$ cat src/hdl/amer_pkg.sv
// package: register map, error word layout and timing constants of the analog error reporter
package amer_pkg;
	// ************************************************************
	// register offsets (byte addresses on apb)
	// ************************************************************
	localparam logic [7:0] AMER_ERR_WORD_OFS = 8'h00;
	localparam logic [7:0] AMER_CFG_OFS = 8'h04;
	localparam logic [7:0] AMER_IRQ_STAT_OFS = 8'h08;
	localparam logic [7:0] AMER_IRQ_MASK_OFS = 8'h0C;
	localparam logic [7:0] AMER_CHAN_STAT_OFS = 8'h10;
	localparam logic [7:0] AMER_CTRL_OFS = 8'h14;
	localparam logic [7:0] AMER_OUT0_OFS = 8'h18;
	localparam logic [7:0] AMER_OUT1_OFS = 8'h1C;
	localparam logic [7:0] AMER_OUT_STAT_OFS = 8'h20;
	// ************************************************************
	// error word fields
	// ************************************************************
	localparam int AMER_CLASS_LSB = 9;
	localparam int AMER_CLASS_W = 3;
	localparam int AMER_EXT_W = 9;
	localparam logic [2:0] AMER_CLASS_NONE = 3'h0;
	localparam logic [2:0] AMER_CLASS_HW = 3'h1;
	localparam logic [2:0] AMER_CLASS_CFG = 3'h2;
	localparam logic [8:0] AMER_EXT_ZERO = 9'h000;
	localparam logic [8:0] AMER_EXT_HW_GENERAL = 9'h000;
	localparam logic [8:0] AMER_EXT_HW_POWERUP = 9'h001;
	localparam logic [8:0] AMER_EXT_HW_SELFTEST = 9'h010;
	localparam logic [3:0] AMER_DONT_CARE = 4'h0;
	// ************************************************************
	// configuration layout: per channel 2 bits range, 2 bits filter, 2 bits format
	// ************************************************************
	localparam int AMER_CHANS = 4;
	localparam int AMER_OPT_W = 2;
	localparam logic [1:0] AMER_OPT_INVALID = 2'h3;
	localparam logic [23:0] AMER_CFG_RESET = 24'h000000;
	// ************************************************************
	// irq bits, ctrl bits, output data width
	// ************************************************************
	localparam int AMER_IRQ_HW = 0;
	localparam int AMER_IRQ_CFG = 1;
	localparam int AMER_IRQ_RANGE = 2;
	localparam int AMER_IRQ_W = 3;
	localparam int AMER_CTRL_CRIT = 0;
	localparam int AMER_DATA_W = 16;
	// ************************************************************
	// self test timing
	// ************************************************************
	localparam int AMER_CLK_MHZ = 100;
	localparam int AMER_SELFTEST_US = 10;
	localparam int AMER_SELFTEST_CYC = AMER_SELFTEST_US * AMER_CLK_MHZ;
	typedef enum logic [1:0] {
		AMER_ST_RESET = 2'b00,
		AMER_ST_TEST = 2'b01,
		AMER_ST_RUN = 2'b10,
		AMER_ST_FAULT = 2'b11
	} amer_state_t;
endpackage

$ cat src/hdl/amer_core.sv
// file: the whole error reporting block with its apb slave
`timescale 1ns/100ps
`default_nettype none
// Overview of operation
// - bits 15..12 of error word read zero
// - class field sits in bits 11..9
// - no error gives class 000
// - hardware fault gives class 001 plus code
// - configuration fault gives class 010 plus option
// - no error forces extended field to zero
// - hardware error reads as hex digit 2
// - bad configuration rejected, old one kept
// - any fault forces analog outputs to zero
// - range errors go to channel status
// - hardware and config faults reach the host
// - self test runs after power up
// - status indicator on in run mode unless a hardware error stands
// - hardware class with zero code is general
// - config codes count per channel and option
module amer_core import amer_pkg::*; #(
	parameter int SELFTEST_CYCLES = AMER_SELFTEST_CYC
) (
	input wire logic clk_i,
	input wire logic nrst_i,
	input wire logic psel_i,
	input wire logic penable_i,
	input wire logic pwrite_i,
	input wire logic [7:0] paddr_i,
	input wire logic [31:0] pwdata_i,
	output logic [31:0] prdata_o,
	output logic pready_o,
	output logic pslverr_o,
	input wire logic selftest_fail_i,
	input wire logic hw_fault_i,
	input wire logic [AMER_CHANS-1:0] over_range_i,
	input wire logic [AMER_CHANS-1:0] under_range_i,
	output logic [AMER_DATA_W-1:0] analog_out0_o,
	output logic [AMER_DATA_W-1:0] analog_out1_o,
	output logic status_led_o,
	output logic irq_o
);
	// ************************************************************
	// pin synchronisers
	// ************************************************************
	localparam int SW = 2 + 2 * AMER_CHANS;
	logic [SW-1:0] sync1_reg;
	logic [SW-1:0] sync2_reg;
	// pins move with no relation to clk_i, so only the second stage is read
	always_ff @(posedge clk_i or negedge nrst_i) begin
		if (!nrst_i) begin
			sync1_reg <= '0;
			sync2_reg <= '0;
		end else begin
			sync1_reg <= {selftest_fail_i, hw_fault_i, over_range_i, under_range_i};
			sync2_reg <= sync1_reg;
		end
	end
	logic st_fail;
	logic hw_flt;
	logic [AMER_CHANS-1:0] ovr;
	logic [AMER_CHANS-1:0] und;
	assign {st_fail, hw_flt, ovr, und} = sync2_reg;

	// ************************************************************
	// register state
	// ************************************************************
	amer_state_t state_reg, state_next;
	logic [31:0] cnt_reg, cnt_next;
	logic [2:0] class_reg, class_next;
	logic [8:0] ext_reg, ext_next;
	logic [23:0] cfg_reg, cfg_next;
	logic [AMER_IRQ_W-1:0] irq_stat_reg, irq_stat_next;
	logic [AMER_IRQ_W-1:0] irq_mask_reg, irq_mask_next;
	logic [2*AMER_CHANS-1:0] chan_reg, chan_next;
	logic crit_reg, crit_next;
	logic [AMER_DATA_W-1:0] out0_reg, out0_next;
	logic [AMER_DATA_W-1:0] out1_reg, out1_next;
	logic [AMER_DATA_W-1:0] dac0_reg, dac0_next;
	logic [AMER_DATA_W-1:0] dac1_reg, dac1_next;
	logic led_reg, led_next;
	logic irq_reg, irq_next;
	logic [31:0] rdata_reg, rdata_next;
	logic ready_reg, ready_next;
	logic err_reg, err_next;

	// ************************************************************
	// helpers
	// ************************************************************
	logic wr_setup;
	logic rd_setup;
	logic bad_cfg;
	logic [8:0] bad_code;
	logic fault;
	logic [15:0] err_word;
	logic addr_ok;
	// setup-phase strobes; fault also covers a standing configuration error
	assign wr_setup = psel_i && !penable_i && pwrite_i;
	assign rd_setup = psel_i && !penable_i && !pwrite_i;
	assign fault = (state_reg == AMER_ST_FAULT) || (class_reg != AMER_CLASS_NONE);
	assign err_word = {AMER_DONT_CARE, class_reg, ext_reg};

	// first invalid option in a written configuration, counted channel then option
	always_comb begin
		bad_cfg = 1'b0;
		bad_code = AMER_EXT_ZERO;
		// walking down from the top lets the lowest code overwrite the others
		for (int o = 2; o >= 0; o--) begin
			for (int c = AMER_CHANS - 1; c >= 0; c--) begin
				if (pwdata_i[(o*AMER_CHANS+c)*AMER_OPT_W +: AMER_OPT_W] == AMER_OPT_INVALID) begin
					bad_cfg = 1'b1;
					bad_code = 9'((o * AMER_CHANS) + c + 1);
				end
			end
		end
	end

	// mapped offsets; anything else is answered with pslverr and no effect
	always_comb begin
		unique case (paddr_i)
			AMER_ERR_WORD_OFS, AMER_CFG_OFS, AMER_IRQ_STAT_OFS, AMER_IRQ_MASK_OFS,
			AMER_CHAN_STAT_OFS, AMER_CTRL_OFS, AMER_OUT0_OFS, AMER_OUT1_OFS,
			AMER_OUT_STAT_OFS: addr_ok = 1'b1;
			default: addr_ok = 1'b0;
		endcase
	end

	// ************************************************************
	// next state: diagnostics, configuration, bus
	// ************************************************************
	always_comb begin
		state_next = state_reg;
		cnt_next = cnt_reg;
		class_next = class_reg;
		ext_next = ext_reg;
		cfg_next = cfg_reg;
		irq_stat_next = irq_stat_reg;
		irq_mask_next = irq_mask_reg;
		crit_next = crit_reg;
		out0_next = out0_reg;
		out1_next = out1_reg;
		rdata_next = rdata_reg;
		ready_next = 1'b0;
		err_next = 1'b0;
		chan_next = {ovr, und};
		// power-up self test then run, hardware faults latch until reset
		unique case (state_reg)
			AMER_ST_RESET: begin
				class_next = AMER_CLASS_HW;
				ext_next = AMER_EXT_HW_POWERUP;
				cnt_next = '0;
				state_next = AMER_ST_TEST;
			end
			AMER_ST_TEST: begin
				cnt_next = cnt_reg + 32'h00000001;
				if (st_fail) begin
					state_next = AMER_ST_FAULT;
					class_next = AMER_CLASS_HW;
					ext_next = AMER_EXT_HW_SELFTEST;
				end else if (cnt_reg >= 32'(SELFTEST_CYCLES - 1)) begin
					state_next = AMER_ST_RUN;
					class_next = AMER_CLASS_NONE;
					ext_next = AMER_EXT_ZERO;
				end
			end
			AMER_ST_RUN: begin
				if (hw_flt) begin
					state_next = AMER_ST_FAULT;
					class_next = AMER_CLASS_HW;
					ext_next = AMER_EXT_HW_GENERAL;
				end
			end
			AMER_ST_FAULT: begin
				// only nrst_i leaves here, so a hardware error survives bus traffic
				state_next = AMER_ST_FAULT;
			end
		endcase
		// setup-phase decode, answer one cycle later
		if (psel_i && !penable_i) begin
			ready_next = 1'b1;
			err_next = !addr_ok;
		end
		if (wr_setup && addr_ok) begin
			unique case (paddr_i)
				AMER_CFG_OFS: begin
					if (bad_cfg) begin
						// a standing hardware error must not be hidden by a config error
						if (state_next == AMER_ST_RUN && class_reg != AMER_CLASS_HW) begin
							class_next = AMER_CLASS_CFG;
							ext_next = bad_code;
						end
					end else begin
						cfg_next = pwdata_i[23:0];
						if (class_reg == AMER_CLASS_CFG) begin
							class_next = AMER_CLASS_NONE;
							ext_next = AMER_EXT_ZERO;
						end
					end
				end
				AMER_IRQ_MASK_OFS: irq_mask_next = pwdata_i[AMER_IRQ_W-1:0];
				AMER_CTRL_OFS: crit_next = pwdata_i[AMER_CTRL_CRIT];
				AMER_OUT0_OFS: out0_next = pwdata_i[AMER_DATA_W-1:0];
				AMER_OUT1_OFS: out1_next = pwdata_i[AMER_DATA_W-1:0];
				default: ;
			endcase
		end
		if (rd_setup) begin
			unique case (paddr_i)
				AMER_ERR_WORD_OFS: rdata_next = {16'h0000, err_word};
				AMER_CFG_OFS: rdata_next = {8'h00, cfg_reg};
				AMER_IRQ_STAT_OFS: rdata_next = {29'h00000000, irq_stat_reg};
				AMER_IRQ_MASK_OFS: rdata_next = {29'h00000000, irq_mask_reg};
				AMER_CHAN_STAT_OFS: rdata_next = {24'h000000, chan_reg};
				AMER_CTRL_OFS: rdata_next = {31'h00000000, crit_reg};
				AMER_OUT0_OFS: rdata_next = {16'h0000, out0_reg};
				AMER_OUT1_OFS: rdata_next = {16'h0000, out1_reg};
				AMER_OUT_STAT_OFS: rdata_next = {dac1_reg, dac0_reg};
				default: rdata_next = 32'h00000000;
			endcase
			if (paddr_i == AMER_IRQ_STAT_OFS) begin
				irq_stat_next = '0; // read clears
			end
		end
		// events set sticky bits, set wins over the read clear
		// a failed self test keeps class 001, so entering the fault state is the event
		if (state_next == AMER_ST_FAULT && state_reg != AMER_ST_FAULT)
			irq_stat_next[AMER_IRQ_HW] = 1'b1;
		if (class_next == AMER_CLASS_CFG && ext_next != ext_reg)
			irq_stat_next[AMER_IRQ_CFG] = 1'b1;
		if (|chan_next && !(|chan_reg))
			irq_stat_next[AMER_IRQ_RANGE] = 1'b1;
	end

	// output side: faults zero the converters, indicator on in run mode without a hardware error
	always_comb begin
		// converters follow the setpoints one cycle late, after the fault check
		if (fault || state_reg != AMER_ST_RUN) begin
			dac0_next = '0;
			dac1_next = '0;
		end else begin
			dac0_next = out0_reg;
			dac1_next = out1_reg;
		end
		led_next = (state_next == AMER_ST_RUN) && (class_next != AMER_CLASS_HW);
		irq_next = |(irq_stat_next & irq_mask_next);
	end

	// ************************************************************
	// registers
	// ************************************************************
	always_ff @(posedge clk_i or negedge nrst_i) begin
		if (!nrst_i) begin
			state_reg <= AMER_ST_RESET;
			cnt_reg <= '0;
			class_reg <= AMER_CLASS_HW;
			ext_reg <= AMER_EXT_HW_POWERUP;
			cfg_reg <= AMER_CFG_RESET;
			irq_stat_reg <= '0;
			irq_mask_reg <= '0;
			chan_reg <= '0;
			crit_reg <= 1'b0;
			out0_reg <= '0;
			out1_reg <= '0;
			dac0_reg <= '0;
			dac1_reg <= '0;
			led_reg <= 1'b0;
			irq_reg <= 1'b0;
			rdata_reg <= '0;
			ready_reg <= 1'b0;
			err_reg <= 1'b0;
		end else begin
			state_reg <= state_next;
			cnt_reg <= cnt_next;
			class_reg <= class_next;
			ext_reg <= ext_next;
			cfg_reg <= cfg_next;
			irq_stat_reg <= irq_stat_next;
			irq_mask_reg <= irq_mask_next;
			chan_reg <= chan_next;
			crit_reg <= crit_next;
			out0_reg <= out0_next;
			out1_reg <= out1_next;
			dac0_reg <= dac0_next;
			dac1_reg <= dac1_next;
			led_reg <= led_next;
			irq_reg <= irq_next;
			rdata_reg <= rdata_next;
			ready_reg <= ready_next;
			err_reg <= err_next;
		end
	end

	assign prdata_o = rdata_reg;
	assign pready_o = ready_reg;
	assign pslverr_o = err_reg;
	assign analog_out0_o = dac0_reg;
	assign analog_out1_o = dac1_reg;
	assign status_led_o = led_reg;
	assign irq_o = irq_reg;
endmodule
`default_nettype wire

$ cat config.mk
export PLATFORM = sky130hd
export DESIGN_NAME = amer_core
export DESIGN_NICKNAME = d
export VERILOG_FILES = /design/src/hdl/amer_pkg.sv /design/src/hdl/amer_core.sv
export SDC_FILE = /design/constraint.sdc
export NUM_CORES = 1
export LEC_CHECK = 0
export BUFFER_PORTS_ARGS = -buffer_cell sky130_fd_sc_hd__buf_2
export CORE_UTILIZATION = 60
export DETAILED_ROUTE_END_ITERATION = 16
export GPL_TIMING_DRIVEN = 0
export PLACE_DENSITY = 0.92
export SLEW_MARGIN = 0
export SYNTH_ARGS = -nofsm -noshare
export SYNTH_HDL_FRONTEND = slang
export SYNTH_SLANG_ARGS = --single-unit
$ cat constraint.sdc
create_clock -name clk_i -period 5.01 [get_ports clk_i]
set_clock_uncertainty 0.1 [all_clocks]
set_input_delay 0.7515 -clock clk_i [delete_from_list [all_inputs] [get_ports clk_i]]
set_output_delay 0.7515 -clock clk_i [all_outputs]
set_load 0.02 [all_outputs]
==> impl_metrics.toml, run 1 <==
[setup_path]
path_max_fanout = 10
crit_type = "in2reg"
worst_ep_required_time_ns = 5.28
r2r-start = "cnt_reg[0]"
worstSetupStartpointType = "input port"
cp_common_cell = "buf_2"
slowest_delay_ns = 1.17
crit_slowest_cell = "nor4_1"
ff2ff_path_depth = 9
reg2reg_slack_ns = 1.81
end_kind = "register"
cp_cell_sequence = "buf_2 > a222oi_1 > nand3_1 > nor4_1 > buf_2 > mux2_2"
worstPathArrival_ns = 3.65
r2r_end = "irq_stat_reg[1]"

[route]
drt.antenna.violating_nets = 0
via_per_inst = 6.33
avgRoutedWirePerCell_um = 21.0
drt_iter0_drc = 802
dr.pass1.iters = 6
wirelength_um = 22400
drc = 0
num_vias = 6756

[logic_synthesis]
ys_ff_latch = 205
yosysWarnings = 0
yosysSeqAreaShare_pct = 59.7
syn-num-nets = 789
ys.flop_type = "dfrtp_1"
synth_edf_count = 0
synthCells = 733
postSynthAreaPerCell_um2 = 11.7
async_flop_share_pct = 100
yosys.cell_types.count = 59
netlist_area_um2 = 8600

[cts]
htree_num_levels = 1
cts_resized = 0
holdBufCountCts = 0
cts_tree = "done"
root_buffer = "clkbuf_16"
clk_path_buf_depth = 3
cts_made_buffers = 22
cts.sinks = 205
clkLatencyLatePin_ns = 0.50
post-cts-setup-buffers = 0
clkTransAtPathRegs_ns = 0.06

[sta]
hold_slack_ns = 0.170
rsz0062_at_grt = "no"
clock.fmax_mhz = 296
period_share_pct = 67.4
slew_violations = 0
worst_pin_slew_ns = 1.36
layout_min_cycle_time_ns = 3.37
hold_viol = 0
slew_headroom_pct = 8.30
setup_viol = 0

[placement]
dp_cells = 1028
portBuffers = 114
dpl.hpwl_um = 15400
routabilityCongestion = 0.950

[die]
core_area_um2 = 13900
start_util_pct = 61.7
die_area_um2 = 14800
io_pins = 123
die_h_um = 122
num_rows = 43
die_x_um = 122

[global_routing]
grt_pass1_wl_um = 34900
grt-ovfl-total = 0
grt_start_max_net_pins = 114
antenna_found_initial = 0
grt_use_total_pct = 31.2
grt_pass1_vias = 6546

[worst_hold_path]
min_path_type = "in2async"

[pwr]
power_leakage_nw = 5.00
ir_drop_v = 0.000294
p_per_area_nw_per_um2 = 347
finalPower_mw = 3.52

[cells_and_area]
insertedDiodeCount = 0
syn_to_final_growth_pct = 18.0
fin_nets = 928
final_cells = 1068
drive_gt1_share_pct = 25.6

[run]
maxCapViolCount = 0

[status]
status = "finished, final reports clean"
==> per-stage QoR <==
stage | TNS (ns) | util, % | cell area [um^2] | setup slack [ns]
3_3_place_gp | -38.41 | 67.4 | 9390 | -0.200
2_1_floorplan | 0 | - | 8600 | 2.01
4_1_cts | 0 | 72.8 | 10100 | 1.78
5_1_grt | 0 | 72.8 | 10100 | 1.59
6_report | 0 | 72.8 | 10100 | 1.64
3_5_place_dp | 0 | 67.7 | 9430 | 1.31
==> critical path: cells and delay by family <==
family,cells,cell delay (ns)
AOI/OAI and AO/OA,1,0.44
buffers and inverters,2,0.64
muxes,1,0.38
and+or+nand+nor,2,1.43
==> per-layer routing <==
| layer | up-vias | global-route usage (%) | wire (um) |
|---|---|---|---|
| met5 | - | 0 | 0 |
| met4 | 0 | 12.3 | 758 |
| met3 | 71 | 6.27 | 2260 |
| met2 | 438 | 48.1 | 10400 |
| met1 | 3316 | 43.7 | 8990 |
| li1 | 2931 | - | - |
==> power by group <==
| part | internal, mW | leakage (nW) | switching [mW] | total [mW] |
|---|---|---|---|---|
| Clock | 0.930 | 0.342 | 0.651 | 1.58 |
| Sequential | 1.70 | 2.72 | 0.0250 | 1.72 |
| Combinational | 0.0694 | 1.95 | 0.147 | 0.217 |
==> layout by cell type (no fill, tap or decap), types with 3 or more instances in the layout <==
cell        count
clkbuf_16      23
buf_2         119
a21o_1          3
and4_1          3
nor3_1         10
a31oi_1        16
dfrtp_1       203
clkinv_2        4
and2_1         38
a21oi_1        11
o31ai_1         3
and4b_1         4
inv_1          10
nand3_1        26
a22o_1          5
o21ai_0        18
mux2i_1        10
xnor2_1        10
a222oi_1       13
a221oi_1       15
nand4_1         7
or3_1           3
a22oi_1        14
nand2b_1        5
nor4_1         12
nor2b_1         4
nand2_1        59
mux2_2         61
a32o_1          3
clkinvlp_4      3
clkbuf_1       29
xor2_1         17
nor2_1         78
and3_1          9
==> layout make-up <==
cell class | count | area [um^2]
fillers | 871 | 3790
clock inverters | 9 | 88.8
repair buffers | 115 | 608
well taps | 180 | 225
plain buffers | 31 | 124
flip-flops and latches | 205 | 5130
clock buffers | 31 | 626
multi-input cells | 487 | 3300
inverters | 10 | 37.5
==> cells in the mapped netlist (3+ instances only) <==
cell type	number	area (um^2)
and4b_1	4	40.0
inv_1	10	37.5
and3_1	9	56.3
a31oi_1	16	100
a21o_1	3	22.5
mux2i_1	10	100
dfrtp_1	203	5080
a22o_1	5	43.8
a32o_1	3	30.0
xnor2_1	10	87.6
mux2_2	61	687
o21ai_0	18	90.1
nor2b_1	4	25.0
nand2_1	59	221
and2_1	38	238
xor2_1	17	149
a222oi_1	13	130
a22oi_1	14	105
nor3_1	10	50.1
or3_1	3	18.8
buf_2	6	30.0
clkbuf_1	23	86.3
nand2b_1	5	31.3
nand3_1	26	130
nor2_1	78	293
a21oi_1	11	55.1
nand4_1	7	43.8
a221oi_1	15	131
o31ai_1	3	22.5
and4_1	3	26.3
nor4_1	12	75.1
==> worst max path at each step <==
stage                                  to   startpoint  slack (ns)  cells past startpoint
after CTS                    out0_reg[10]   paddr_i[5]        1.78                      6
after global placement       prdata_o[26]       nrst_i       -0.20                      1
after floorplan           irq_stat_reg[1]  pwdata_i[4]        2.01                      8
after global routing         out0_reg[15]   paddr_i[5]        1.59                      6
final                          cfg_reg[8]  pwdata_i[5]        1.64                      6
after detailed placement     out0_reg[10]   paddr_i[2]        1.31                      6
==> cells by family after synthesis <==
family	count (synthesis)	share of synthesized area, %
compound gates	117	10.2
xor+xnor	27	2.75
fa+ha+maj	1	0.146
buf+inv	41	1.88
flops	205	59.7
mux	71	9.15
simple gates	271	16.2
No activity file was read; power rests on OpenSTA's default activity.
==> run 2, diff against run 1 <==
--- a/config.mk
+++ b/config.mk
@@ -6,10 +6,10 @@
 export NUM_CORES = 1
 export LEC_CHECK = 0
 export BUFFER_PORTS_ARGS = -buffer_cell sky130_fd_sc_hd__buf_2
-export CORE_UTILIZATION = 60
+export CORE_UTILIZATION = 52
 export DETAILED_ROUTE_END_ITERATION = 16
 export GPL_TIMING_DRIVEN = 0
-export PLACE_DENSITY = 0.92
+export PLACE_DENSITY = 0.85
 export SLEW_MARGIN = 0
 export SYNTH_ARGS = -nofsm -noshare
 export SYNTH_HDL_FRONTEND = slang
==> constraint.sdc (replaced) <==
create_clock -name clk_i -period 2.9 [get_ports clk_i]
set_clock_uncertainty 0.1 [all_clocks]
set_input_delay 0.435 -clock clk_i [delete_from_list [all_inputs] [get_ports clk_i]]
set_output_delay 0.435 -clock clk_i [all_outputs]
set_load 0.02 [all_outputs]
==> run 2 against run 1 <==
Non-clock buffer count up 19; global-route usage decreased by 4.6 points; design area is 2.2% higher; combinational power increased by 80%; wire length about the same; hold slack got worse by 0.063 ns; die area increased by 15%; utilization fell by 8.0 points; register-to-register slack got worse by 1.8 ns; first-iteration DRC count down 14%; critical endpoint is now irq_o; largest cell class unchanged.
==> impl_metrics.toml, run 2 (same netlist as run 1, synthesis figures left out) <==
[sta]
layout_min_cycle_time_ns = 2.88
finalSetupTns_ns = 0
period_share_pct = 99.4
clock.fmax_mhz = 347
hold_slack_ns = 0.107
slew_violations = 0
slew_headroom_pct = 29.2
hold_viol = 0
worst_pin_slew_ns = 1.05
setup_viol = 0

[die]
die_x_um = 131
die_area_um2 = 17100
io_pins = 123
num_rows = 46
core_area_um2 = 16000
die_h_um = 131
start_util_pct = 53.7

[cts]
clkTransAtPathRegs_ns = 0.06
cts_tree = "done"
cts_made_buffers = 21
htree_num_levels = 1
clk_path_buf_depth = 3
root_buffer = "clkbuf_16"
clkLatencyLatePin_ns = 0.50
cts.sinks = 205

[cells_and_area]
layout_commonest_cell = "dfrtp_1"
insertedDiodeCount = 0
fin_nets = 946
final_cells = 1117
drive_gt1_share_pct = 26.7
most-common-layout-cells = "203 x dfrtp_1, 118 x buf_2, 78 x nor2_1"
design_area_um2 = 10400
syn_to_final_growth_pct = 20.6
num-fill-cells = 1220

[worst_hold_path]
holdCritStartpoint = "pwdata_i[21]"
worstHoldPathCells = 2
hold_end = "cfg_reg[21]"
min_path_type = "in2reg"

[global_routing]
grt-ovfl-total = 0
antenna_found_initial = 0
grt_use_total_pct = 26.6
grt_pass1_vias = 6576
grt_start_max_net_pins = 130
grt_pass1_wl_um = 34400

[setup_path]
slowest_delay_ns = 0.52
path_max_fanout = 10
crit_type = "reg2reg"
reg2reg_slack_ns = 0.02
end_kind = "register"
worstPathArrival_ns = 3.16
r2r_end = "irq_o"
worstSetupStartpointType = "register"
cp_cell_sequence = "clkbuf_4 > nor3b_4 > o32ai_2 > nor2_1 > or4b_1 > a21oi_1 > a31oi_1 > or3_4 > a41o_1"
critPathBufInv = 1
cp_top_family = "simple AND/OR/NAND/NOR gates"
crit_slowest_cell = "or4b_1"
r2r-start = "state_reg[1]"
worst_ep_required_time_ns = 3.17
ff2ff_path_depth = 9

[route]
drt.antenna.violating_nets = 0
drt_iter0_drc = 687
avgRoutedWirePerCell_um = 20.0
wirelength_um = 22400
num_vias = 6664
dr.pass1.iters = 6
drc = 0
via_per_inst = 5.97

[placement]
routabilityCongestion = 0.907
dp_cells = 1064
dpl.hpwl_um = 15300
portBuffers = 114
place_area_um2 = 9480

[run]
maxCapViolCount = 0

[pwr]
ir_drop_v = 0.000558
power_leakage_nw = 5.07
p_per_area_nw_per_um2 = 563

[status]
status = "finished, final reports clean"
-- run 2: changes by cell type in the layout (fill, tap and decap cells not counted), sizes merged --
cell         before  now
inv              10   11
bufinv            1    0
clkinvlp          3    0
dlygate4sd3       0   11
buf             123  130
clkinv            5    3
-- run 2: metrics by stage --
stage               worst slack, ns  utilization (%)  total power [mW]
floorplan                     0.168                -              3.18
global placement              -2.04             59.0              3.38
detailed placement           -0.639             59.2              3.39
CTS                         0.00187             64.3              5.84
global route                -0.0166             64.8              6.02
finish                       0.0169             64.8              5.83
-- run 2: what timing repair did --
item / CTS / global route
hold endpoints to repair: 84 / 0
setup buffers: 4 / 4
resized for setup: 11 / 9
hold buffers: 11 / 0
endpoints found under the setup margin: 32 / 2
pin swaps: 2 / 5
-- run 2: worst reg2reg max path: stages, from the launching register on --
cell      delay (ns)
dfrtp_1         0.36
clkbuf_4        0.19
nor3b_4         0.26
o32ai_2         0.17
nor2_1          0.18
or4b_1          0.52
a21oi_1         0.19
a31oi_1         0.11
or3_4           0.43
a41o_1          0.25
-- run 2: power by group --
group          total (mW)  internal (mW)  switching (mW)
Sequential           2.97           2.93          0.0440
Combinational       0.390          0.133           0.257
Clock                2.47           1.40            1.07
Total                5.83           4.47            1.37
-- run 2: worst max path at each step --
stage / startpoint / end / slack, ns / cells past startpoint
2_1_floorplan: cnt_reg[0] / irq_stat_reg[1] / 0.17 / 9
5_1_grt: cnt_reg[25] / irq_o / -0.02 / 8
3_3_place_gp: nrst_i / prdata_o[16] / -2.04 / 1
6_report: state_reg[1] / irq_o / 0.02 / 9
3_5_place_dp: paddr_i[3] / cfg_reg[6] / -0.64 / 7
4_1_cts: cnt_reg[0] / irq_o / 0.002 / 10
-- run 2: area by class of cell --
type | count | area (um^2) | area share [%]
timing repair buffer | 134 | 778 | 7.51
buffer | 31 | 126 | 1.22
tap | 216 | 270 | 2.61
multi-input combinational | 487 | 3410 | 32.9
sequential | 205 | 5130 | 49.5
clock buffer | 30 | 589 | 5.68
inverter | 10 | 37.5 | 0.362
clock inverter | 4 | 23.8 | 0.229
-- run 2: metal layers --
layer  global-route usage (%)  routed length, um
met3                     5.58               2050
met2                     42.3              10500
met4                     9.20                552
met5                        0                  0
met1                     36.6               9270
